<file path="src/core/usp_pkg.sv">
// Package for the serial port status, parity, timeguard and idle time-out logic.
// Assumes a single system clock; baud timing comes in as a one-cycle bit tick.
package usp_pkg;
    // Parity select encodings
    localparam logic [2:0] PAR_EVEN  = 3'h0;
    localparam logic [2:0] PAR_ODD   = 3'h1;
    localparam logic [2:0] PAR_SPACE = 3'h2;
    localparam logic [2:0] PAR_MARK  = 3'h3;
    localparam logic [2:0] PAR_NONE  = 3'h4;
    localparam logic [2:0] PAR_MD0   = 3'h6;
    localparam logic [2:0] PAR_MD1   = 3'h7;
    // Field widths
    localparam int DATA_W  = 8;
    localparam int GUARD_W = 8;
    localparam int IDLE_W  = 16;
    localparam int FIFO_DEPTH = 16;
    // Reset values
    localparam logic [DATA_W-1:0] DATA_RST = 8'h00;
    localparam logic [IDLE_W-1:0] IDLE_RST = 16'h0000;
    localparam logic [GUARD_W-1:0] GUARD_RST = 8'h00;
    // Frame length in ticks after the start bit, with parity
    localparam logic [3:0] TX_BITS_BASE = 4'ha;
    typedef enum logic [3:0]
    {
        TX_IDLE  = 4'h1,
        TX_SHIFT = 4'h2,
        TX_GUARD = 4'h4,
        TX_LOAD  = 4'h8
    } usp_tx_state_t;
endpackage

</file>
<file path="src/core/usp_fifo.sv">
// Small flip-flop FIFO with valid/ready on both sides.
// Assumes one clock and a synchronous active-low reset.
`timescale 1ns/100ps
module usp_fifo #(
    parameter int WIDTH = 9,
    parameter int DEPTH = 16
)
(
    // Clock and reset
    input  wire logic             clk_sys,
    input  wire logic             resetn,
    // Fill side
    input  wire logic             in_valid,
    output logic                  in_ready,
    input  wire logic [WIDTH-1:0] in_data,
    // Drain side
    output logic                  out_valid,
    input  wire logic             out_ready,
    output logic [WIDTH-1:0]      out_data
);
    localparam int AW = $clog2(DEPTH);
    logic [WIDTH-1:0] mem_reg [DEPTH];
    logic [AW-1:0]    wptr_reg;
    logic [AW-1:0]    rptr_reg;
    logic [AW:0]      count_reg;
    logic             push;
    logic             pop;

    // Honest full and empty from the occupancy count
    assign in_ready  = (count_reg != (AW+1)'(DEPTH));
    assign out_valid = (count_reg != '0);
    assign out_data  = mem_reg[rptr_reg];
    assign push      = in_valid && in_ready;
    assign pop       = out_valid && out_ready;

    // Storage write
    always_ff @(posedge clk_sys)
    begin
        if (push)
        begin
            mem_reg[wptr_reg] <= in_data;
        end
    end

    // Pointers and count
    always_ff @(posedge clk_sys)
    begin
        if (!resetn)
        begin
            wptr_reg  <= '0;
            rptr_reg  <= '0;
            count_reg <= '0;
        end
        else
        begin
            if (push)
            begin
                wptr_reg <= AW'(wptr_reg + 1'b1);
            end
            if (pop)
            begin
                rptr_reg <= AW'(rptr_reg + 1'b1);
            end
            count_reg <= (AW+1)'(count_reg + push - pop);
        end
    end
endmodule

</file>
<file path="src/core/usp_core.sv">
// Serial port core: receive holding and status, parity, multidrop, transmit
// timeguard and receiver idle time-out.
// Assumes the framer supplies each character with its parity bit, and a
// one-cycle bit_tick per bit period.
// Function
// - Completed character loads holding, raises ready
// - Completion while ready sets overrun, overwrites
// - Overrun clears only by clear-status command
// - Even parity: generate and check
// - Odd parity: generate and check
// - Mark parity sends one, errors on zero
// - Space parity sends zero, errors on one
// - No parity: no bit, no error
// - Parity error sticky until clear-status
// - Parity select six or seven means multidrop
// - Multidrop: data parity zero, address one
// - Multidrop receive: high parity flags error
// - Send-address marks next written byte
// - Guard length bit periods of idle high
// - Holding-free rises at next start bit
// - All-done low until guard ends
// - Zero idle limit disables time-out
// - Counter loads limit, counts bits, times out
// - Arm command freezes counter until character
// - Reload command restarts countdown immediately
`timescale 1ns/100ps
module usp_core
(
    // Clock and reset
    input  wire logic                          clk_sys,
    input  wire logic                          resetn,
    // Configuration
    input  wire logic [2:0]                    parity_select,
    input  wire logic [usp_pkg::GUARD_W-1:0]   guard_length,
    input  wire logic [usp_pkg::IDLE_W-1:0]    idle_limit,
    // Commands, one-cycle pulses
    input  wire logic                          clear_status_cmd,
    input  wire logic                          send_address_cmd,
    input  wire logic                          arm_on_next_char_cmd,
    input  wire logic                          reload_restart_cmd,
    // Bit period tick
    input  wire logic                          bit_tick,
    // Received character from the framer
    input  wire logic                          rx_done,
    input  wire logic [usp_pkg::DATA_W-1:0]    rx_data,
    input  wire logic                          rx_parity_bit,
    input  wire logic                          rx_read,
    // Transmit holding write
    input  wire logic                          tx_write,
    input  wire logic [usp_pkg::DATA_W-1:0]    tx_data,
    // Status
    output logic [usp_pkg::DATA_W-1:0]         receive_holding_reg,
    output logic                               rx_char_ready,
    output logic                               overrun_flag,
    output logic                               parity_error_flag,
    output logic                               timeout_flag,
    output logic                               tx_holding_free,
    output logic                               tx_all_done,
    output logic                               tx_line
);
    logic                          md_mode;
    logic                          rx_par_err;
    logic                          addr_pend_reg;
    logic                          fifo_in_ready;
    logic                          fifo_out_valid;
    logic                          fifo_out_ready;
    logic [usp_pkg::DATA_W:0]      fifo_out_data;
    usp_pkg::usp_tx_state_t        tx_state_reg;
    logic [10:0]                   shift_reg;
    logic [3:0]                    bit_cnt_reg;
    logic [usp_pkg::GUARD_W-1:0]   guard_cnt_reg;
    logic [usp_pkg::IDLE_W-1:0]    idle_cnt_reg;
    logic                          idle_run_reg;
    logic [4:0]                    tx_fill_reg;
    logic [4:0]                    tx_fill_next;

    // Parity bit for a given mode and payload; used by both directions
    function automatic logic par_bit(input logic [2:0] sel, input logic [usp_pkg::DATA_W-1:0] d,
                                     input logic addr);
        case (sel)
            usp_pkg::PAR_EVEN:  par_bit = ^d;
            usp_pkg::PAR_ODD:   par_bit = ~(^d);
            usp_pkg::PAR_MARK:  par_bit = 1'b1;
            usp_pkg::PAR_SPACE: par_bit = 1'b0;
            usp_pkg::PAR_MD0,
            usp_pkg::PAR_MD1:   par_bit = addr;
            default:            par_bit = 1'b0;
        endcase
    endfunction

    function automatic logic has_parity(input logic [2:0] sel);
        has_parity = (sel != usp_pkg::PAR_NONE) && (sel != 3'h5);
    endfunction

    assign md_mode = (parity_select == usp_pkg::PAR_MD0) || (parity_select == usp_pkg::PAR_MD1);

    // Receive check; multidrop flags high parity
    assign rx_par_err = !has_parity(parity_select) ? 1'b0 :
                        md_mode ? rx_parity_bit :
                        (rx_parity_bit != par_bit(parity_select, rx_data, 1'b0));

    // Receive holding register always takes the newest character
    always_ff @(posedge clk_sys)
    begin
        if (!resetn)
        begin
            receive_holding_reg <= usp_pkg::DATA_RST;
        end
        else if (rx_done)
        begin
            receive_holding_reg <= rx_data;
        end
    end

    // Ready flag; a completion in the same cycle as a read wins
    always_ff @(posedge clk_sys)
    begin
        if (!resetn)
        begin
            rx_char_ready <= 1'b0;
        end
        else if (rx_done)
        begin
            rx_char_ready <= 1'b1;
        end
        else if (rx_read)
        begin
            rx_char_ready <= 1'b0;
        end
    end

    // Sticky error flags; set beats clear
    always_ff @(posedge clk_sys)
    begin
        if (!resetn)
        begin
            overrun_flag      <= 1'b0;
            parity_error_flag <= 1'b0;
        end
        else
        begin
            if (rx_done && rx_char_ready)
            begin
                overrun_flag <= 1'b1;
            end
            else if (clear_status_cmd)
            begin
                overrun_flag <= 1'b0;
            end
            if (rx_done && rx_par_err)
            begin
                parity_error_flag <= 1'b1;
            end
            else if (clear_status_cmd)
            begin
                parity_error_flag <= 1'b0;
            end
        end
    end

    // Address mark waits for the next accepted byte
    always_ff @(posedge clk_sys)
    begin
        if (!resetn)
        begin
            addr_pend_reg <= 1'b0;
        end
        else if (send_address_cmd)
        begin
            addr_pend_reg <= 1'b1;
        end
        else if (tx_write && fifo_in_ready)
        begin
            addr_pend_reg <= 1'b0;
        end
    end

    // Holding buffer; the address mark travels with each byte
    usp_fifo #(
        .WIDTH (usp_pkg::DATA_W + 1),
        .DEPTH (usp_pkg::FIFO_DEPTH)
    ) u_fifo (
        .clk_sys   (clk_sys),
        .resetn    (resetn),
        .in_valid  (tx_write),
        .in_ready  (fifo_in_ready),
        .in_data   ({addr_pend_reg | send_address_cmd, tx_data}),
        .out_valid (fifo_out_valid),
        .out_ready (fifo_out_ready),
        .out_data  (fifo_out_data)
    );

    // Drain at a start bit
    assign fifo_out_ready = (tx_state_reg == usp_pkg::TX_IDLE) && bit_tick;

    // Transmitter: start, data, optional parity, stop, then guard
    always_ff @(posedge clk_sys)
    begin
        if (!resetn)
        begin
            tx_state_reg  <= usp_pkg::TX_IDLE;
            shift_reg     <= '1;
            bit_cnt_reg   <= '0;
            guard_cnt_reg <= usp_pkg::GUARD_RST;
            tx_line       <= 1'b1;
        end
        else
        begin
            case (tx_state_reg)
                usp_pkg::TX_IDLE:
                begin
                    tx_line <= 1'b1;
                    if (bit_tick && fifo_out_valid)
                    begin
                        // Start bit goes out now; payload LSB first
                        tx_line     <= 1'b0;
                        shift_reg   <= {1'b1, has_parity(parity_select) ?
                                        par_bit(parity_select, fifo_out_data[usp_pkg::DATA_W-1:0],
                                                fifo_out_data[usp_pkg::DATA_W]) : 1'b1,
                                        fifo_out_data[usp_pkg::DATA_W-1:0], 1'b0};
                        bit_cnt_reg <= has_parity(parity_select) ? usp_pkg::TX_BITS_BASE :
                                       4'(usp_pkg::TX_BITS_BASE - 4'h1);
                        tx_state_reg <= usp_pkg::TX_SHIFT;
                    end
                end
                usp_pkg::TX_SHIFT:
                begin
                    if (bit_tick)
                    begin
                        if (bit_cnt_reg == 4'h1)
                        begin
                            tx_line       <= 1'b1;
                            guard_cnt_reg <= guard_length;
                            tx_state_reg  <= (guard_length == usp_pkg::GUARD_RST) ?
                                             usp_pkg::TX_IDLE : usp_pkg::TX_GUARD;
                        end
                        else
                        begin
                            shift_reg   <= {1'b1, shift_reg[10:1]};
                            tx_line     <= shift_reg[1];
                            bit_cnt_reg <= 4'(bit_cnt_reg - 4'h1);
                        end
                    end
                end
                usp_pkg::TX_GUARD:
                begin
                    tx_line <= 1'b1;
                    if (bit_tick)
                    begin
                        guard_cnt_reg <= usp_pkg::GUARD_W'(guard_cnt_reg - 1'b1);
                        if (guard_cnt_reg == 8'h01)
                        begin
                            tx_state_reg <= usp_pkg::TX_IDLE;
                        end
                    end
                end
                default:
                begin
                    tx_state_reg <= usp_pkg::TX_IDLE;
                end
            endcase
        end
    end

    // Own fill count: free flag shows the state after this edge
    assign tx_fill_next = 5'(tx_fill_reg + (tx_write && fifo_in_ready) - (fifo_out_valid && fifo_out_ready));

    // Transmit status: free only while the buffer has room; busy through guard
    always_ff @(posedge clk_sys)
    begin
        if (!resetn)
        begin
            tx_holding_free <= 1'b0;
            tx_all_done     <= 1'b0;
            tx_fill_reg     <= '0;
        end
        else
        begin
            tx_fill_reg     <= tx_fill_next;
            tx_holding_free <= (tx_fill_next != 5'(usp_pkg::FIFO_DEPTH));
            tx_all_done     <= !fifo_out_valid && !tx_write && (tx_state_reg == usp_pkg::TX_IDLE);
        end
    end

    // Idle time-out counter, ticking once per bit period
    always_ff @(posedge clk_sys)
    begin
        if (!resetn)
        begin
            idle_cnt_reg <= usp_pkg::IDLE_RST;
            idle_run_reg <= 1'b0;
            timeout_flag <= 1'b0;
        end
        else if (idle_limit == usp_pkg::IDLE_RST)
        begin
            idle_run_reg <= 1'b0;
            timeout_flag <= 1'b0;
        end
        else
        begin
            if (reload_restart_cmd)
            begin
                idle_cnt_reg <= idle_limit;
                idle_run_reg <= 1'b1;
            end
            else if (arm_on_next_char_cmd)
            begin
                idle_run_reg <= 1'b0;
            end
            else if (rx_done)
            begin
                idle_cnt_reg <= idle_limit;
                idle_run_reg <= 1'b1;
            end
            else if (idle_run_reg && bit_tick)
            begin
                idle_cnt_reg <= usp_pkg::IDLE_W'(idle_cnt_reg - 1'b1);
                if (idle_cnt_reg == 16'h0001)
                begin
                    idle_run_reg <= 1'b0;
                end
            end
            // Expiry beats an arm command in the same cycle; a reload or a character in that cycle wins over it
            if (idle_run_reg && bit_tick && idle_cnt_reg == 16'h0001 && !rx_done && !reload_restart_cmd)
            begin
                timeout_flag <= 1'b1;
            end
            else if (arm_on_next_char_cmd || reload_restart_cmd)
            begin
                timeout_flag <= 1'b0;
            end
        end
    end

    // Assertions
    a_overrun_set: assert property (@(posedge clk_sys) disable iff (!resetn)
        rx_done && rx_char_ready |=> overrun_flag) else $error("overrun not set");
    a_overrun_hold: assert property (@(posedge clk_sys) disable iff (!resetn)
        overrun_flag && !clear_status_cmd |=> overrun_flag) else $error("overrun dropped");
    a_ready_load: assert property (@(posedge clk_sys) disable iff (!resetn)
        rx_done |=> rx_char_ready && receive_holding_reg == $past(rx_data)) else $error("no load");
    a_parity_none: assert property (@(posedge clk_sys) disable iff (!resetn)
        parity_select == usp_pkg::PAR_NONE && !parity_error_flag && !clear_status_cmd
        |=> !parity_error_flag) else $error("parity error without parity");
    a_parity_mark: assert property (@(posedge clk_sys) disable iff (!resetn)
        rx_done && parity_select == usp_pkg::PAR_MARK && !rx_parity_bit |=> parity_error_flag)
        else $error("mark parity miss");
    a_md_addr: assert property (@(posedge clk_sys) disable iff (!resetn)
        rx_done && md_mode && rx_parity_bit |=> parity_error_flag) else $error("address not flagged");
    a_timeout_off: assert property (@(posedge clk_sys) disable iff (!resetn)
        idle_limit == usp_pkg::IDLE_RST |=> !timeout_flag) else $error("timeout while disabled");
    a_timeout_clr: assert property (@(posedge clk_sys) disable iff (!resetn)
        idle_limit != usp_pkg::IDLE_RST && reload_restart_cmd |=> !timeout_flag && idle_cnt_reg == $past(idle_limit))
        else $error("reload failed");
    a_guard_high: assert property (@(posedge clk_sys) disable iff (!resetn)
        tx_state_reg == usp_pkg::TX_GUARD |=> tx_line) else $error("line low in guard");
    a_done_guard: assert property (@(posedge clk_sys) disable iff (!resetn)
        tx_state_reg == usp_pkg::TX_GUARD |=> !tx_all_done) else $error("done during guard");
endmodule

</file>
<file path="config.mk">
export PLATFORM = sky130hd
export DESIGN_NAME = usp_core
export DESIGN_NICKNAME = d
export VERILOG_FILES = /design/src/core/usp_pkg.sv /design/src/core/usp_fifo.sv /design/src/core/usp_core.sv
export SDC_FILE = /design/constraint.sdc
export NUM_CORES = 1
export LEC_CHECK = 0
export BUFFER_PORTS_ARGS = -buffer_cell sky130_fd_sc_hd__clkbuf_2
export CORE_UTILIZATION = 45
export CTS_CLUSTER_SIZE = 14
export DETAILED_ROUTE_END_ITERATION = 12
export GPL_ROUTABILITY_DRIVEN = 1
export SLEW_MARGIN = 20
export SYNTH_ARGS = -nofsm -noshare
export SYNTH_HDL_FRONTEND = slang
export SYNTH_HIERARCHICAL = 1
export SYNTH_SLANG_ARGS = --single-unit
</file>
<file path="constraint.sdc">
create_clock -name clk_sys -period 4.35 [get_ports clk_sys]
set_clock_uncertainty 0.05 [all_clocks]
set_input_delay 0.6525 -clock clk_sys [delete_from_list [all_inputs] [get_ports clk_sys]]
set_output_delay 0.6525 -clock clk_sys [all_outputs]
set_load 0.02 [all_outputs]
</file>
==> flow_metrics.py, run 1 <==
metrics = {
    "outcome": {
        "status": "complete, no violations",
    },
    "finish": {
        "syn2layout_area_growth_pct": 13.5,
        "most-common-layout-cells": "144 x edfxtp_1, 78 x dfxtp_1, 68 x clkbuf_2, 63 x nor2_1, 57 x nand2_1",
        "antennaDiodeCount": 0,
        "nets": 924,
        "final_cell_area_mm2": 0.0113,
        "largest_register_ffs": 144,
        "multi_input_comb_area_mm2": 0.00377,
        "drive_above_1_share_pct": 19.6,
        "seqCellArea_mm2": 0.00591,
        "final_common_cell": "edfxtp_1",
        "fillers": 1853,
    },
    "detailed_routing": {
        "dr.pass1.iters": 4,
        "wl_per_cell_um": 18.1,
        "routed_wl_um": 20700,
        "first_iter_violations": 311,
        "vias": 6302,
        "drc": 0,
        "postRouteAntennaNets": 0,
        "vias_per_cell": 5.51,
    },
    "grt": {
        "grt_pass1_wl_um": 33100,
        "grt_pass1_vias": 6464,
        "grt_util_all_layers_pct": 19.0,
        "grt_start_max_net_pins": 40,
        "antenna_found_initial": 0,
        "overflow": 0,
    },
    "logic_synthesis": {
        "synth_flop_cell": "edfxtp_1",
        "synth_area_mm2": 0.00995,
        "synth_largest_area_cell": "edfxtp_1",
        "synthCells": 787,
        "ys_seq_area_share_pct": 59.3,
        "synth_area_leaders": "edfxtp_1 43%, dfxtp_1 16%, mux4_2 8.1%, ha_1 2.8%, nor2_1 2.4%",
        "async_reset_ff_share_pct": 0,
        "synth_area_per_cell_um2": 12.6,
        "synth_top_cell_area_share_pct": 43.4,
        "synth_enable_flop_cells": 144,
        "syn_nets": 865,
        "synthDistinctLibCells": 64,
        "ys_ff_latch": 223,
        "yosys_warnings": 6,
    },
    "setup_path": {
        "critPathMaxFanout": 7,
        "reg2reg_from": "u_fifo/count_reg[2]",
        "cp_cell_sequence": "inv_1, ha_1, or4b_1, and3_1, ha_1, inv_1, ha_1, fa_1, xor2_1, or3_1, o31a_1",
        "r2r-end": "tx_holding_free",
        "crit_start": "u_fifo/count_reg[2]",
        "crit_slowest_cell": "or4b_1",
        "critPathCapture": "tx_holding_free",
        "path_common_cell": "ha_1",
        "crit_arrival_ps": 3690,
        "end_kind": "flip-flop",
        "timing.reg2reg.setup_slack_ps": 1010,
        "cp-start-kind": "flip-flop",
        "slowest_delay_ps": 610,
        "worst-setup-path-type": "reg -> reg",
        "worstRegToRegCells": 11,
        "cp.required_ps": 4700,
    },
    "timing": {
        "timing.final.crit_share_pct": 76.8,
        "slew_violations": 0,
        "slew_headroom_pct": 23.9,
        "worstMarginPinSlew_ps": 1140,
        "finalHoldViolCount": 0,
        "fmax_mhz": 299,
        "rsz0062_at_grt": "false",
        "setup-tns-final_ps": 0,
        "fin_crit_ps": 3340,
        "setup_viol": 0,
    },
    "clock_tree": {
        "clock_sinks": 223,
        "cts_tree": "built",
        "clkLatencyLatePin_ps": 540,
        "cts_buffers": 24,
        "clk_path_buf_depth": 3,
        "clockRootBuffer": "clkbuf_16",
        "cts_setup_buffers": 0,
        "holdBufCountCts": 0,
        "htreeDepth": 1,
        "path_clk_slew_ps": 60,
        "cts-resized-gates": 0,
    },
    "placed_design": {
        "dpl_cell_area_mm2": 0.0105,
        "place.port_buffers": 68,
        "gp_congestion": 0.869,
        "hpwl_um": 13600,
    },
    "hold_path": {
        "hold_class": "in -> reg",
    },
    "floorplanning": {
        "io-pin-count": 69,
        "fp.coreArea_mm2": 0.0218,
        "dieWidth_um": 151,
        "rows": 54,
        "die_y_um": 151,
        "start_util_pct": 45.7,
        "die-area_mm2": 0.0227,
    },
    "job": {
        "drv_cap": 0,
    },
    "power_and_ir_drop": {
        "cellPowerDensity_mw_per_mm2": 553,
        "vdd_drop_max_uv": 400,
        "leakagePower_nw": 4.04,
    },
}
-- how the worst min path moves through the flow --
stage / start / to / slack, ps / cells past startpoint
floorplan: shift_reg[9] / shift_reg[9] / 400 / 2
global placement: shift_reg[9] / shift_reg[9] / 410 / 2
detailed placement: shift_reg[9] / shift_reg[9] / 430 / 2
CTS: reload_restart_cmd / timeout_flag / 320 / 2
global route: send_address_cmd / addr_pend_reg / 340 / 3
finish: send_address_cmd / addr_pend_reg / 340 / 3
-- Yosys cell counts (8+ instances only) --
library cell,n
nand2_1,57
a21oi_1,36
o311ai_0,8
nor2b_1,22
edfxtp_1,144
mux4_2,36
inv_1,30
nor3_1,13
xnor2_1,23
and2_1,23
buf_2,9
ha_1,22
a21boi_0,10
o21ai_0,37
nand2b_1,11
dfxtp_1,79
a22oi_1,21
nor2_1,63
nand3_1,10
mux2i_1,9
nor4_1,11
clkbuf_1,21
-- cell families (layout without fill, tap and decap cells) --
logic type,count (synthesis),in the layout,synth area share (%)
and+or+nand+nor,249,249,13.1
AOI/OAI and AO/OA,147,147,9.72
buffers and inverters,70,147,3.06
DFF,223,223,59.3
adders and majority gates,24,24,3.17
xor gates and xnor gates,29,29,2.55
muxes,45,45,9.05
-- cell type report --
cell class / count / area share, %
sequential: 223 / 52.3
timing repair buffer: 73 / 3.34
clock inverter: 10 / 0.930
inverter: 30 / 0.997
multi-input combinational: 494 / 33.3
clock buffer: 34 / 6.00
tap: 280 / 3.10
-- report_power, final --
group | internal (mW) | leakage (nW) | switching, mW
clock | 1.16 | 0.383 | 0.816
sequential | 2.44 | 1.95 | 0.137
combinational | 0.819 | 1.70 | 0.880
-- per-layer routing --
metal	vias up	global-route usage, %	routed length (um)
li1	3025	-	-
met4	0	5.20	371
met3	28	3.24	898
met2	131	33.7	10400
met5	-	0	0
met1	3118	23.7	9020
-- metrics by stage --
stage	worst slack (ps)	hold slack (ps)	total power [mW]	cells	util (%)
finish	1010	343	6.25	1144	51.9
global route	850	336	6.63	1144	51.9
CTS	1010	325	6.31	1144	51.9
detailed placement	1050	426	4.33	1100	48.3
global placement	1140	408	4.26	1100	48.3
floorplan	1310	400	3.99	787	-
-- worst max-delay path, delay by kind of cell, from the launching register on --
| family | cells | cell delay (ps) |
|---|---|---|
| xor gates and xnor gates | 1 | 170 |
| adders and majority gates | 4 | 1050 |
| buffers and inverters | 2 | 120 |
| AOI/OAI and AO/OA | 1 | 290 |
| and+or+nand+nor | 3 | 1230 |
| DFF | 1 | 320 |
Power figures use the tool's default switching activity.
==> run 2: changes to the inputs <==
--- a/config.mk
+++ b/config.mk
@@ -5,6 +5,7 @@
 export SDC_FILE = /design/constraint.sdc
 export NUM_CORES = 1
 export LEC_CHECK = 0
+export ABC_AREA = 1
 export BUFFER_PORTS_ARGS = -buffer_cell sky130_fd_sc_hd__clkbuf_2
 export CORE_UTILIZATION = 45
 export CTS_CLUSTER_SIZE = 14
==> constraint.sdc (replaced) <==
create_clock -name clk_sys -period 3.34 [get_ports clk_sys]
set_clock_uncertainty 0.05 [all_clocks]
set_input_delay 0.501 -clock clk_sys [delete_from_list [all_inputs] [get_ports clk_sys]]
set_output_delay 0.501 -clock clk_sys [all_outputs]
set_load 0.02 [all_outputs]
==> flow_metrics.py, run 2 <==
metrics = {
    "grt": {
        "grt_start_max_net_pins": 73,
        "grt_util_all_layers_pct": 19.8,
        "overflow": 0,
        "grt_pass1_wl_um": 38300,
        "antenna_found_initial": 0,
        "grt_pass1_vias": 7570,
    },
    "clock_tree": {
        "cts-resized-gates": 0,
        "clkLatencyLatePin_ps": 520,
        "cts_buffers": 25,
        "clock_sinks": 223,
        "holdBufCountCts": 0,
        "path_clk_slew_ps": 60,
        "htreeDepth": 1,
        "clockRootBuffer": "clkbuf_16",
        "cts_tree": "built",
        "clk_path_buf_depth": 3,
        "cts_setup_buffers": 0,
    },
    "floorplanning": {
        "fp.coreArea_mm2": 0.0236,
        "die_y_um": 157,
        "rows": 56,
        "io-pin-count": 69,
        "die-area_mm2": 0.0248,
        "dieWidth_um": 157,
        "start_util_pct": 46.1,
    },
    "detailed_routing": {
        "postRouteAntennaNets": 0,
        "vias_per_cell": 4.91,
        "vias": 8247,
        "first_iter_violations": 519,
        "wl_per_cell_um": 14.3,
        "routed_wl_um": 24100,
        "drc": 0,
        "dr.pass1.iters": 5,
    },
    "finish": {
        "nets": 1420,
        "multi_input_comb_area_mm2": 0.00387,
        "drive_above_1_share_pct": 11.8,
        "fillers": 2201,
        "final_cells": 1680,
        "final_common_cell": "nand2_1",
        "syn2layout_area_growth_pct": 13.2,
        "most-common-layout-cells": "340 x nand2_1, 197 x inv_1, 144 x edfxtp_1, 130 x nand3_1, 93 x nor2_1",
        "seqCellArea_mm2": 0.00591,
        "largest_register_ffs": 144,
        "antennaDiodeCount": 0,
    },
    "setup_path": {
        "slowest_delay_ps": 410,
        "cp_cell_sequence": "inv_1, ha_1, nand4_4, nand2_1, nor2_1, ha_1, inv_1, ha_1, fa_1, nand3_1, nand2_1, xnor2_1, a31oi_1",
        "reg2reg_from": "u_fifo/count_reg[3]",
        "crit_start": "u_fifo/count_reg[3]",
        "cp.required_ps": 3650,
        "critPathMaxFanout": 6,
        "worstRegToRegCells": 13,
        "cp-start-kind": "flip-flop",
        "critPathCapture": "tx_holding_free",
        "path_common_cell": "ha_1",
        "r2r-end": "tx_holding_free",
        "end_kind": "flip-flop",
        "timing.reg2reg.setup_slack_ps": 760,
        "worst-setup-path-type": "reg -> reg",
        "crit_slowest_cell": "fa_1",
        "crit_arrival_ps": 2890,
    },
    "power_and_ir_drop": {
        "leakagePower_nw": 5.54,
        "vdd_drop_max_uv": 394,
        "cellPowerDensity_mw_per_mm2": 725,
    },
    "outcome": {
        "status": "complete, no violations",
    },
    "timing": {
        "fmax_mhz": 388,
        "worstMarginPinSlew_ps": 859,
        "slew_headroom_pct": 42.7,
        "rsz0062_at_grt": "false",
        "fin_crit_ps": 2580,
        "finalHoldViolCount": 0,
        "setup-tns-final_ps": 0,
        "timing.final.crit_share_pct": 77.2,
        "setup_viol": 0,
        "slew_violations": 0,
    },
    "logic_synthesis": {
        "synthDistinctLibCells": 43,
        "syn_nets": 1344,
        "synth_largest_area_cell": "edfxtp_1",
        "synth_area_mm2": 0.0109,
        "synthCells": 1266,
        "ys_seq_area_share_pct": 54.3,
        "synth_area_per_cell_um2": 8.59,
        "synth_top_cell_area_share_pct": 39.8,
        "synth_most_common_cell": "nand2_1",
        "synth_commonest_cells": "340 x nand2_1, 197 x inv_1, 144 x edfxtp_1, 130 x nand3_1, 93 x nor2_1",
        "synth_enable_flop_cells": 144,
        "ys_ff_latch": 223,
        "synth_area_leaders": "edfxtp_1 40%, dfxtp_1 15%, nand2_1 12%, inv_1 6.8%, nand3_1 6.0%",
        "async_reset_ff_share_pct": 0,
        "yosys_warnings": 6,
        "synth_flop_cell": "edfxtp_1",
    },
    "placed_design": {
        "place.port_buffers": 68,
        "dp_cells": 1634,
        "hpwl_um": 15600,
        "gp_congestion": 0.846,
    },
    "job": {
        "drv_cap": 0,
    },
    "hold_path": {
        "hold_class": "in -> reg",
    },
}
-- run 2: layer usage --
metal / GRT usage [%] / up-vias / part of all wire (%)
met1: 27.2 / 3793 / 48
met2: 32.8 / 167 / 46
met3: 2.42 / 35 / 4.2
met4: 5.92 / 0 / 2.3
li1: - / 4252 / -
met5: 0 / - / 0
-- run 2: worst min path at each step --
stage | start | to | slack [ps] | depth (start not counted)
CTS | send_address_cmd | addr_pend_reg | 160 | 3
finish | send_address_cmd | addr_pend_reg | 170 | 3
floorplan | shift_reg[1] | shift_reg[1] | 370 | 2
global route | send_address_cmd | addr_pend_reg | 180 | 3
global placement | overrun_flag | overrun_flag | 400 | 2
detailed placement | shift_reg[9] | shift_reg[9] | 400 | 2
-- run 2: kinds of logic (layout without fill, tap and decap cells) --
| logic type | Yosys count | count (layout) | synth area share (%) |
|---|---|---|---|
| buf+inv | 251 | 346 | 10.1 |
| flops | 223 | 223 | 54.3 |
| compound gates | 140 | 140 | 7.08 |
| mux | 1 | 1 | 0.104 |
| simple gates | 605 | 605 | 23.8 |
| xor+xnor | 22 | 22 | 1.77 |
| fa+ha+maj | 24 | 24 | 2.90 |
-- run 2: through the flow --
stage | utilization (%) | setup WS (ps) | power [mW] | hold slack (ps) | area [um2]
after detailed placement | 48.7 | 673 | 6.31 | 404 | 11500
after CTS | 52.2 | 737 | 9.02 | 159 | 12300
after floorplan | - | 971 | 5.70 | 374 | 10900
final | 52.2 | 762 | 8.93 | 174 | 12300
after global routing | 52.2 | 495 | 9.52 | 182 | 12300
after global placement | 48.7 | 687 | 6.27 | 400 | 11500
-- run 2: cell type report --
class / count / share of cell area, %
Clock buffer: 33 / 5.40
Clock inverter: 13 / 1.13
Inverter: 205 / 6.29
Multi-Input combinational cell: 792 / 31.5
Sequential cell: 223 / 48.0
Tap cell: 319 / 3.24
Timing Repair Buffer: 95 / 4.51
-- run 2: power by group --
group          internal [mW]  leakage, nW  total, mW  switching (mW)
Clock                   1.63        0.396       2.69            1.06
Combinational           1.04         3.19       2.90            1.87
Sequential              3.19         1.95       3.34           0.146
-- run 2: critical path: cells and delay by family, from the launching register on --
family | cells | cell delay, ps
fa+ha+maj | 4 | 1130
simple gates | 5 | 530
flops | 1 | 320
xor+xnor | 1 | 170
buf+inv | 2 | 130
compound gates | 1 | 100
==> run 3: changes to the inputs <==
==> constraint.sdc (replaced) <==
create_clock -name clk_sys -period 2.6 [get_ports clk_sys]
set_clock_uncertainty 0.05 [all_clocks]
set_input_delay 0.39 -clock clk_sys [delete_from_list [all_inputs] [get_ports clk_sys]]
set_output_delay 0.39 -clock clk_sys [all_outputs]
set_load 0.02 [all_outputs]
==> flow_metrics.py, run 3 (synthesis results as in run 2) <==
metrics = {
    "grt": {
        "grt_util_all_layers_pct": 20.1,
        "grtUsageMet1_pct": 28.0,
        "met2_usage_pct": 33.4,
        "busiest_layer": "met2",
        "grt_pass1_vias": 7728,
        "antenna_found_initial": 0,
        "overflow": 0,
        "grt.met3_usage_pct": 2.59,
        "grt_start_max_net_pins": 57,
        "grt_pass1_wl_um": 39100,
    },
    "clock_tree": {
        "path_clk_slew_ps": 50,
        "holdBufCountCts": 0,
        "cts_buffers": 25,
        "clkLatencyLatePin_ps": 520,
        "clock_sinks": 223,
        "cts-resized-gates": 0,
        "clockRootBuffer": "clkbuf_16",
        "cts_tree": "built",
        "clk_path_buf_depth": 3,
        "htreeDepth": 1,
        "cts_setup_buffers": 0,
    },
    "power_and_ir_drop": {
        "vdd_drop_max_uv": 443,
        "cellPowerDensity_mw_per_mm2": 925,
        "leakagePower_nw": 5.61,
        "total_power_mw": 11.5,
    },
    "finish": {
        "nets": 1433,
        "most-common-layout-cells": "339 x nand2_1, 194 x inv_1, 144 x edfxtp_1, 130 x nand3_1, 92 x nor2_1",
        "largest_register_ffs": 144,
        "drive_above_1_share_pct": 13.1,
        "final_common_cell": "nand2_1",
        "final_cell_area_mm2": 0.0124,
        "final_cells": 1692,
        "antennaDiodeCount": 0,
        "syn2layout_area_growth_pct": 14.3,
    },
    "hold_path": {
        "hp-start": "send_address_cmd",
        "hold_class": "in -> reg",
    },
    "placed_design": {
        "gp_congestion": 0.860,
        "dp_cells": 1647,
        "hpwl_um": 15900,
        "dpl_cell_area_mm2": 0.0116,
        "place.port_buffers": 68,
    },
    "timing": {
        "holdWs_ps": 72.4,
        "fmax_mhz": 416,
        "fin_crit_ps": 2400,
        "timing.final.crit_share_pct": 92.4,
        "setup_viol": 0,
        "slew_headroom_pct": 47.9,
        "finalHoldViolCount": 0,
        "worstMarginPinSlew_ps": 781,
        "slew_violations": 0,
    },
    "floorplanning": {
        "die_y_um": 157,
        "die-area_mm2": 0.0248,
        "rows": 56,
        "io-pin-count": 69,
        "start_util_pct": 46.1,
        "fp.coreArea_mm2": 0.0236,
        "dieWidth_um": 157,
    },
    "setup_path": {
        "worst-setup-path-type": "reg -> reg",
        "crit_arrival_ps": 2740,
        "slowest_delay_ps": 410,
        "path_buf_inv": 2,
        "reg2reg_from": "u_fifo/count_reg[2]",
        "cp-start-kind": "flip-flop",
        "critPathMaxFanout": 6,
        "cp_cell_sequence": "inv_2, ha_4, nand4_4, nand2_1, nor2_1, ha_1, inv_1, ha_1, fa_1, nand3_1, nand2_1, xnor2_1, a31oi_1",
        "crit_slowest_cell": "fa_1",
        "cp.required_ps": 2940,
        "crit_start": "u_fifo/count_reg[2]",
        "cp_top_family": "adder cells",
        "end_kind": "flip-flop",
    },
    "detailed_routing": {
        "routed_wl_um": 24000,
        "vias_per_cell": 4.92,
        "drc": 0,
        "postRouteAntennaNets": 0,
        "wl_per_cell_um": 14.2,
        "dr.pass1.iters": 5,
        "vias": 8319,
        "first_iter_violations": 642,
    },
    "job": {
        "drv_cap": 0,
    },
    "outcome": {
        "status": "complete, no violations",
    },
}
[run 3: cell types whose count changed in the layout (fill, tap and decap cells not counted), sizes merged]
| cell | delta |
|---|---|
| buf | +13 |
| bufinv | -1 |
[run 3: worst reg2reg max path, delay by kind of cell (launching register included)]
family | cells | cell delay (ps)
AO/OA/AOI/OAI | 1 | 110
XOR/XNOR | 1 | 180
adder cells (fa/ha/maj) | 4 | 1040
buffers and inverters | 2 | 120
flip-flops | 1 | 320
AND/OR/NAND/NOR | 5 | 470
[run 3: power by group]
group	leakage, nW	internal [mW]	total [mW]	switching (mW)
combinational	3.27	1.45	3.86	2.41
sequential	1.95	4.10	4.29	0.191
clock	0.387	1.99	3.34	1.35
[run 3: layout make-up]
type	instances	area (um2)
clock inverters	12	111
fillers	2200	11200
inverters	205	774
well taps	319	399
repair buffers	108	678
multi-input cells	792	3890
clock buffers	33	666
flip-flops and latches	223	5910
[run 3: worst paths after layout]
kind | slack, ps | cells after the start | endpoint
hold / removal | 70 | 3 | addr_pend_reg
setup reg to reg | 200 | 13 | tx_holding_free
setup / recovery | 200 | 13 | tx_holding_free
hold reg to reg | 410 | 2 | timeout_flag
[run 3: routing by layer]
| metal | part of all wire, % | vias up | wire, um |
|---|---|---|---|
| li1 | - | 4273 | - |
| met1 | 48 | 3816 | 11600 |
| met2 | 45 | 205 | 10900 |
| met3 | 5.0 | 25 | 1190 |
| met4 | 1.4 | 0 | 333 |
| met5 | 0 | - | 0 |
[run 3: stage by stage]
stage          utilization (%)  TNS, ps  setup WS [ps]
6_report                  52.6        0            198
5_1_grt                   52.6    -2.79          -2.79
4_1_cts                   52.6        0           38.2
3_5_place_dp              49.3        0           48.4
3_3_place_gp              49.3        0            136
2_1_floorplan                -        0            231
